==> config.mk <==
export PLATFORM = sky130hd
export DESIGN_NAME = serial_dual_buffer_dma
export DESIGN_NICKNAME = d
export VERILOG_FILES = /design/src/rtl/sticky_irq.v /design/src/rtl/dual_buf_chan.v /design/src/rtl/serial_dual_buffer_dma.v
export VERILOG_INCLUDE_DIRS = /design/src /design/src/rtl
export SDC_FILE = /design/constraint.sdc
export NUM_CORES = 1
export LEC_CHECK = 0
export CAP_MARGIN = 20
export CELL_PAD_IN_SITES_DETAIL_PLACEMENT = 0
export CELL_PAD_IN_SITES_GLOBAL_PLACEMENT = 1
export CORE_MARGIN = 5
export CORE_UTILIZATION = 44
export CTS_BUF_LIST = sky130_fd_sc_hd__clkbuf_2 sky130_fd_sc_hd__clkbuf_4 sky130_fd_sc_hd__clkbuf_8
export CTS_CLUSTER_SIZE = 40
export DETAILED_ROUTE_END_ITERATION = 6
export DONT_BUFFER_PORTS = 1
export GPL_TIMING_DRIVEN = 0
export PLACE_DENSITY = 0.75
export SKIP_CTS_REPAIR_TIMING = 1
export SKIP_LAST_GASP = 1
export SLEW_MARGIN = 40
export SYNTH_ARGS = -nofsm -noshare
export SYNTH_HDL_FRONTEND = slang
export SYNTH_SLANG_ARGS = --single-unit
==> constraint.sdc <==
create_clock -name sys_clk_in -period 1.69 [get_ports sys_clk_in]
set_input_delay 0.0845 -clock sys_clk_in [delete_from_list [all_inputs] [get_ports sys_clk_in]]
set_output_delay 0.0845 -clock sys_clk_in [all_outputs]
set_load 0.1 [all_outputs]
==> src/rtl/sdma_defs.vh <==
/*
  Register indices, field positions and reset values for the
  double-buffered serial DMA control block.
  Assumes a 32-bit AHB-Lite slave, one register to an aligned word.
*/
`ifndef SDMA_DEFS_VH
`define SDMA_DEFS_VH

// Register indices; byte address is four times the index
`define DMA_CONTROL_IDX    16'h4418
`define DMA_STATUS_IDX     16'h4416
`define IRQ_STATUS_IDX     16'h441a
`define IRQ_MASK_IDX       16'h441c

// dma_control fields
`define CTL_RX_A_LOAD      0
`define CTL_RX_B_LOAD      1
`define CTL_TX_A_LOAD      2
`define CTL_TX_B_LOAD      3
`define CTL_RX_DMA_RESET   4
`define CTL_TX_DMA_RESET   5

// dma_status fields
`define STS_RX_A_ACTIVE    0
`define STS_RX_B_ACTIVE    1
`define STS_TX_A_ACTIVE    2
`define STS_TX_B_ACTIVE    3
`define STS_RX_A_OVERRUN   4
`define STS_RX_B_OVERRUN   5

// Interrupt status / mask fields
`define IRQ_RX_A_DONE      0
`define IRQ_RX_B_DONE      1
`define IRQ_TX_A_DONE      2
`define IRQ_TX_B_DONE      3
`define IRQ_RX_A_OVERRUN   4
`define IRQ_RX_B_OVERRUN   5
`define IRQ_WIDTH          6

// Reset values
`define DMA_CONTROL_RST    16'h0000
`define DMA_STATUS_RST     16'h0000
`define IRQ_MASK_RST       6'h00

// AHB encodings
`define HTRANS_NONSEQ      2'h2
`define HTRANS_SEQ         2'h3

`endif

==> src/rtl/sticky_irq.v <==
/*
  Sticky interrupt status bits, write-one-to-clear, gated by a mask onto
  one level interrupt output.
  Assumes events and clears are one-cycle pulses on the system clock.
*/
`timescale 1ns/1ns
`default_nettype none

module sticky_irq #(
  parameter W = 6
) (
  // Clock and reset
  input  wire         sys_clk_in,
  input  wire         sys_rst_in,
  // Events, clears and mask
  input  wire [W-1:0] evt_in,
  input  wire [W-1:0] clr_in,
  input  wire [W-1:0] mask_in,
  // Status and interrupt
  output wire [W-1:0] status_out,
  output wire         irq_out
);

  reg [W-1:0] status_r;

  genvar i;
  generate
    for (i = 0; i < W; i = i + 1) begin : g_bit
      // Set wins over a clear in the same cycle
      always @(posedge sys_clk_in or posedge sys_rst_in) begin
        if (sys_rst_in) begin
          status_r[i] <= 1'b0;
        end else begin
          status_r[i] <= evt_in[i] | (status_r[i] & ~clr_in[i]);
        end
      end
    end
  endgenerate

  assign status_out = status_r;
  assign irq_out    = |(status_r & mask_in);

endmodule

`default_nettype wire

==> src/rtl/dual_buf_chan.v <==
/*
  One DMA direction with two buffers A and B: load bits, active buffer,
  alternation between buffers and per-buffer overrun flags.
  Assumes done and overrun pulses come from the DMA engine and FIFO
  on the same clock. Bit 0 is buffer A, bit 1 is buffer B.
*/
`timescale 1ns/1ns
`default_nettype none

module dual_buf_chan (
  // Clock and reset
  input  wire       sys_clk_in,
  input  wire       sys_rst_in,
  // Software side
  input  wire [1:0] load_wr_in,
  input  wire       chan_rst_in,
  // Engine side
  input  wire       done_in,
  input  wire       overrun_in,
  output reg  [1:0] start_out,
  output reg  [1:0] done_evt_out,
  output reg  [1:0] ovf_evt_out,
  // State
  output wire [1:0] load_out,
  output wire [1:0] active_out,
  output wire [1:0] ovf_out
);

  reg [1:0] load_r;
  reg [1:0] load_nxt;
  reg [1:0] act_r;
  reg [1:0] act_nxt;
  reg [1:0] ovf_r;
  reg [1:0] ovf_nxt;
  reg       next_r;
  reg       next_nxt;
  reg       tgt;

  always @* begin
    load_nxt     = load_r | load_wr_in;
    act_nxt      = act_r;
    next_nxt     = next_r;
    start_out    = 2'b00;
    done_evt_out = 2'b00;
    ovf_evt_out  = 2'b00;
    ovf_nxt      = ovf_r & ~load_wr_in;
    tgt          = (act_r != 2'b00) ? act_r[1] : next_r;
    if (overrun_in) begin
      ovf_nxt[tgt]     = 1'b1;
      ovf_evt_out[tgt] = 1'b1;
    end
    if (done_in && (act_r != 2'b00)) begin
      done_evt_out = act_r;
      load_nxt     = (load_r & ~act_r) | load_wr_in;
      act_nxt      = 2'b00;
    end
    // One buffer at a time; the next-to-load buffer goes first
    if (act_nxt == 2'b00) begin
      if (load_nxt[next_nxt]) begin
        act_nxt[next_nxt]   = 1'b1;
        start_out[next_nxt] = 1'b1;
        next_nxt            = ~next_nxt;
      end else if (load_nxt[~next_nxt]) begin
        act_nxt[~next_nxt]   = 1'b1;
        start_out[~next_nxt] = 1'b1;
      end
    end
    if (chan_rst_in) begin
      load_nxt     = 2'b00;
      act_nxt      = 2'b00;
      ovf_nxt      = 2'b00;
      next_nxt     = 1'b0;
      start_out    = 2'b00;
      done_evt_out = 2'b00;
      ovf_evt_out  = 2'b00;
    end
  end

  always @(posedge sys_clk_in or posedge sys_rst_in) begin
    if (sys_rst_in) begin
      load_r <= 2'b00;
      act_r  <= 2'b00;
      ovf_r  <= 2'b00;
      next_r <= 1'b0;
    end else begin
      load_r <= load_nxt;
      act_r  <= act_nxt;
      ovf_r  <= ovf_nxt;
      next_r <= next_nxt;
    end
  end

  assign load_out   = load_r;
  assign active_out = act_r;
  assign ovf_out    = ovf_r;

endmodule

`default_nettype wire

==> src/rtl/serial_dual_buffer_dma.v <==
/*
  Control and status for the double-buffered transmit and receive DMA of a
  serial controller, reached over AHB-Lite, with a masked interrupt.
  Assumes one AHB master with this slave alone on the bus, and a DMA
  engine and receive FIFO on the same clock.
*/
// Register access over AHB-Lite is this design's own decision.
// Contract
// - Writing TX B load starts transmit buffer B
// - Writing TX A load starts transmit buffer A
// - Writing RX B load starts receive buffer B
// - Writing RX A load starts receive buffer A
// - Load bit clears when its DMA completes
// - Writing zero to load bits does nothing
// - Load bit reads one while active or pending
// - FIFO overrun into buffer B sets B overrun
// - FIFO overrun into buffer A sets A overrun
// - Overrun flag clears on load or RX reset
// - TX active bits show buffer in use
// - RX active bits show buffer in use
// - RX DMA reset bit resets, then self-clears
`timescale 1ns/1ns
`default_nettype none
`include "sdma_defs.vh"

module serial_dual_buffer_dma (
  // Clock and reset
  input  wire        sys_clk_in,
  input  wire        sys_rst_in,
  // AHB-Lite slave
  input  wire        hsel_in,
  input  wire [31:0] haddr_in,
  input  wire [1:0]  htrans_in,
  input  wire        hwrite_in,
  input  wire [2:0]  hsize_in,
  input  wire [31:0] hwdata_in,
  input  wire        hready_in,
  output reg  [31:0] hrdata_out,
  output wire        hreadyout_out,
  output wire        hresp_out,
  // Transmit engine
  input  wire        tx_done_in,
  output wire [1:0]  tx_start_out,
  output wire        tx_dma_reset_out,
  // Receive engine and FIFO
  input  wire        rx_done_in,
  input  wire        rx_overrun_in,
  output wire [1:0]  rx_start_out,
  output wire        rx_dma_reset_out,
  // Interrupt
  output wire        irq_out
);

  localparam [15:0] CTL_IDX  = `DMA_CONTROL_IDX;
  localparam [15:0] STS_IDX  = `DMA_STATUS_IDX;
  localparam [15:0] ISTS_IDX = `IRQ_STATUS_IDX;
  localparam [15:0] MASK_IDX = `IRQ_MASK_IDX;

  // Address phase capture
  reg        wr_pend_r;
  reg [15:0] wr_idx_r;
  wire       take;
  wire [15:0] a_idx;
  wire       a_mapped;

  assign take     = hsel_in & hready_in & htrans_in[1];
  assign a_idx    = haddr_in[17:2];
  assign a_mapped = (haddr_in[31:18] == 14'h0000) & (haddr_in[1:0] == 2'b00);

  assign hreadyout_out = 1'b1;
  assign hresp_out     = 1'b0;

  always @(posedge sys_clk_in or posedge sys_rst_in) begin
    if (sys_rst_in) begin
      wr_pend_r <= 1'b0;
      wr_idx_r  <= 16'h0000;
    end else begin
      wr_pend_r <= take & hwrite_in & a_mapped;
      wr_idx_r  <= a_idx;
    end
  end

  // Data phase write strobes
  wire       wr_ctl  = wr_pend_r & (wr_idx_r == CTL_IDX);
  wire       wr_ists = wr_pend_r & (wr_idx_r == ISTS_IDX);
  wire       wr_mask = wr_pend_r & (wr_idx_r == MASK_IDX);

  // Only ones written to load bits take effect
  wire [1:0] rx_load_wr = wr_ctl ? {hwdata_in[`CTL_RX_B_LOAD], hwdata_in[`CTL_RX_A_LOAD]}
                                 : 2'b00;
  wire [1:0] tx_load_wr = wr_ctl ? {hwdata_in[`CTL_TX_B_LOAD], hwdata_in[`CTL_TX_A_LOAD]}
                                 : 2'b00;

  // Reset bits act as one-cycle pulses and read as zero
  assign rx_dma_reset_out = wr_ctl & hwdata_in[`CTL_RX_DMA_RESET];
  assign tx_dma_reset_out = wr_ctl & hwdata_in[`CTL_TX_DMA_RESET];

  // Channels
  wire [1:0] rx_load;
  wire [1:0] rx_act;
  wire [1:0] rx_ovf;
  wire [1:0] rx_done_evt;
  wire [1:0] rx_ovf_evt;
  wire [1:0] tx_load;
  wire [1:0] tx_act;
  wire [1:0] tx_done_evt;

  dual_buf_chan u_rx (
    .sys_clk_in   (sys_clk_in),
    .sys_rst_in   (sys_rst_in),
    .load_wr_in   (rx_load_wr),
    .chan_rst_in  (rx_dma_reset_out),
    .done_in      (rx_done_in),
    .overrun_in   (rx_overrun_in),
    .start_out    (rx_start_out),
    .done_evt_out (rx_done_evt),
    .ovf_evt_out  (rx_ovf_evt),
    .load_out     (rx_load),
    .active_out   (rx_act),
    .ovf_out      (rx_ovf)
  );

  dual_buf_chan u_tx (
    .sys_clk_in   (sys_clk_in),
    .sys_rst_in   (sys_rst_in),
    .load_wr_in   (tx_load_wr),
    .chan_rst_in  (tx_dma_reset_out),
    .done_in      (tx_done_in),
    .overrun_in   (1'b0),
    .start_out    (tx_start_out),
    .done_evt_out (tx_done_evt),
    .ovf_evt_out  (),
    .load_out     (tx_load),
    .active_out   (tx_act),
    .ovf_out      ()
  );

  // Interrupt mask and sticky status
  reg  [`IRQ_WIDTH-1:0] mask_r;
  wire [`IRQ_WIDTH-1:0] irq_sts;
  wire [`IRQ_WIDTH-1:0] irq_evt;

  assign irq_evt = {rx_ovf_evt, tx_done_evt, rx_done_evt};

  always @(posedge sys_clk_in or posedge sys_rst_in) begin
    if (sys_rst_in) begin
      mask_r <= `IRQ_MASK_RST;
    end else if (wr_mask) begin
      mask_r <= hwdata_in[`IRQ_WIDTH-1:0];
    end
  end

  sticky_irq #(
    .W (`IRQ_WIDTH)
  ) u_irq (
    .sys_clk_in (sys_clk_in),
    .sys_rst_in (sys_rst_in),
    .evt_in     (irq_evt),
    .clr_in     (wr_ists ? hwdata_in[`IRQ_WIDTH-1:0] : {`IRQ_WIDTH{1'b0}}),
    .mask_in    (mask_r),
    .status_out (irq_sts),
    .irq_out    (irq_out)
  );

  // Register views
  wire [15:0] ctl_view = {12'h000, tx_load, rx_load};
  wire [15:0] sts_view = {10'h000, rx_ovf, tx_act, rx_act};

  // Read data registered in the address phase
  always @(posedge sys_clk_in or posedge sys_rst_in) begin
    if (sys_rst_in) begin
      hrdata_out <= 32'h00000000;
    end else if (take & ~hwrite_in) begin
      if (!a_mapped) begin
        hrdata_out <= 32'h00000000;
      end else begin
        case (a_idx)
          CTL_IDX:  hrdata_out <= {16'h0000, ctl_view};
          STS_IDX:  hrdata_out <= {16'h0000, sts_view};
          ISTS_IDX: hrdata_out <= {26'h0000000, irq_sts};
          MASK_IDX: hrdata_out <= {26'h0000000, mask_r};
          default:  hrdata_out <= 32'h00000000;
        endcase
      end
    end
  end

endmodule

`default_nettype wire

==> flow_summary.json <==
{
  "run_status": "complete, but fails checks",
  "failed_checks": "setup timing",
  "p_leak_nw": 1.51,
  "synth_edf_count": 0,
  "drv_slew": 0,
  "worstSetupStartpointType": "flip-flop",
  "postSynthCellCount": 227,
  "hold_viol_final": 0,
  "drive_gt1_share_pct": 32.5,
  "syn_area_sq_um": 2460,
  "place_ws_ns": -0.688,
  "max_slew_margin_pct": 43.5,
  "clock-skew-final_ns": 0.0144,
  "hold_depth": 2,
  "ys_seq_area_share_pct": 47.8,
  "critPathCaptureType": "output pin",
  "cts_buffers": 5,
  "grt_pass1_vias": 1885,
  "rsz0062_at_grt": "yes",
  "final_cell_mix": "dfrtp_1, buf_4, dlygate4sd3_1",
  "worstPathArrival_ns": 2.48,
  "rows": 27,
  "area_growth_pct": 39.9,
  "min_to": "u_tx.load_out[1]",
  "drtIter0Drc": 105,
  "required_ns": 1.61,
  "max_freq_ghz": 0.390,
  "grt_overflow": 0,
  "portBuffers": 0,
  "clock_path_buffers": 2,
  "rrSetupSlack_ns": -0.56,
  "ir_drop_uv": 455,
  "die_area_sq_um": 7180,
  "reg2regPathDepth": 7,
  "design_area_sq_um": 3440,
  "post-route-min-period_ns": 2.56,
  "powerDensity_nw_per_um2": 712,
  "path_clk_slew_ns": 0.10,
  "htree_levels": 2,
  "coreArea_sq_um": 5470,
  "yosysWarnings": 0,
  "worstSetupPathType": "reg2out",
  "worstHoldStart": "hwdata_in[3]",
  "grt_first_pass_wirelength_microns": 9940,
  "place_area_sq_um": 2800,
  "start_util_pct": 44.9,
  "ys_ff_latch": 47,
  "drtPass1Iterations": 4,
  "crit_start": "wr_idx_r[6]",
  "insertedDiodeCount": 0,
  "avgSynthCellArea_sq_um": 10.8,
  "drc": 0,
  "antenna_found_initial": 0,
  "wirelength_microns": 6790,
  "setup_ws_ns": -0.872,
  "antenna_left": 0,
  "period_share_pct": 152,
  "chipWidth_microns": 84.8,
  "clock_latency_ns": 0.31,
  "wl_per_cell_microns": 18.0,
  "grt_max_degree": 37,
  "synthFlopType": "dfrtp_1",
  "max-cap-violations": 0,
  "totalPowerFinal_mw": 2.45,
  "cts.sinks": 47,
  "layout_commonest_cell": "dfrtp_1",
  "ios": 118,
  "tightest_slew_ns": 0.845,
  "gp_congestion": 0.793,
  "place_inst": 328,
  "final-setup-viol-count": 30,
  "finalNonFillerCells": 377,
  "crit_fanout": 5,
  "root_buffer": "clkbuf_8",
  "gr-usage-all-layers_pct": 17.7,
  "r2r_start": "wr_idx_r[6]",
  "hold_path.class": "in2reg",
  "die_h_microns": 84.8,
  "viasPerCell": 5.35,
  "final_nets": 381,
  "synth_cell_types": 56,
  "r2r-end": "u_tx.active_out[1]",
  "cts_tree": "done",
  "holdWs_ns": 0.0255,
  "vias": 2018,
  "hpwl_microns": 4700,
  "synthArstFlopShare_pct": 100
}
[final cells by class]
type                            count  area (sq um)
Buffer                             33           270
Clock buffer                        5          68.8
Clock inverter                      3          43.8
Fill cell                         454          2030
Inverter                            8          32.5
Multi-Input combinational cell    165          1260
Sequential cell                    47          1180
Tap cell                           72          90.1
Timing Repair Buffer               44           495
[synthesized netlist by cell type, types with 2 or more instances]
| master | n | area [sq um] |
|---|---|---|
| clkbuf_1 | 3 | 11.3 |
| buf_4 | 28 | 210 |
| nor4_1 | 5 | 31.3 |
| nor4bb_1 | 2 | 20.0 |
| nor3b_1 | 2 | 15.0 |
| a2bb2oi_1 | 2 | 17.5 |
| a21oi_1 | 7 | 35.0 |
| a21o_1 | 2 | 15.0 |
| nor2b_1 | 2 | 12.5 |
| and4bb_1 | 2 | 25.0 |
| o21ai_1 | 9 | 45.0 |
| nand2b_1 | 4 | 25.0 |
| o211ai_1 | 2 | 15.0 |
| conb_1 | 2 | 7.51 |
| nand3_1 | 7 | 35.0 |
| and2_1 | 2 | 12.5 |
| mux2_1 | 6 | 67.6 |
| a211oi_1 | 2 | 15.0 |
| nor2_1 | 8 | 30.0 |
| a22oi_1 | 13 | 97.6 |
| nand2_1 | 13 | 48.8 |
| and3_1 | 3 | 18.8 |
| inv_1 | 8 | 30.0 |
| o2bb2ai_1 | 4 | 35.0 |
| a32o_1 | 2 | 20.0 |
| mux2_2 | 4 | 45.0 |
| a32oi_1 | 4 | 35.0 |
| dfrtp_1 | 47 | 1180 |
| nand4_1 | 5 | 31.3 |
[per-layer routing]
layer | GRT usage, % | share of wire [%] | up-vias
li1 | - | - | 954
met1 | 21.5 | 41 | 1002
met2 | 29.3 | 53 | 54
met3 | 6.67 | 5.3 | 8
met4 | 5.32 | 1.1 | 0
met5 | 0 | 0 | -
[worst max path at each step]
stage / to / slack (ns) / cells after the start
floorplan: rx_start_out[0] / -0.65 / 5
global placement: rx_start_out[0] / -0.89 / 5
detailed placement: tx_start_out[1] / -0.69 / 7
CTS: tx_start_out[1] / -1.04 / 7
global route: tx_start_out[1] / -0.96 / 7
finish: tx_start_out[1] / -0.87 / 7
[logic make-up (layout without fill, tap and decap cells)]
logic type	count (synthesis)	after routing	synth area share, %
AO/OA/AOI/OAI	58	58	17.6
buffers and inverters	41	93	10.9
flip-flops	47	47	47.8
multiplexers	10	10	4.58
other	2	28	0.305
AND/OR/NAND/NOR	69	69	18.8
[power by group]
group | internal, mW | total, mW | switching [mW]
clock network | 0.441 | 0.825 | 0.385
logic | 0.118 | 0.459 | 0.341
registers | 1.15 | 1.17 | 0.0177
total | 1.71 | 2.45 | 0.743
[registers in the layout, summed over array words and instances, names as in the netlist]
register	cells
wr_idx_r	16
hrdata_out	6
mask_r	6
u_irq.status_out	6
u_rx.active_out	2
u_rx.load_out	2
u_rx.ovf_out	2
u_tx.active_out	2
u_tx.load_out	2
u_rx.next_r	1
u_tx.next_r	1
wr_pend_r	1
[through the flow]
step	TNS, ns	utilization (%)
2_1_floorplan	-4.68	-
3_3_place_gp	-15.44	50.0
3_5_place_dp	-12.83	51.2
4_1_cts	-15.05	53.3
5_1_grt	-15.03	62.9
6_report	-12.52	62.9
[worst max-delay path, cell delays in order, from the launching register on]
cell and delay, ns:
dfrtp_1 0.39, or4_4 0.55, nor4_4 0.38, and3_4 0.27, buf_12 0.19, o21bai_4 0.16, a211oi_4 0.06, buf_12 0.18
Note: power is estimated with default switching activity, not from simulation.
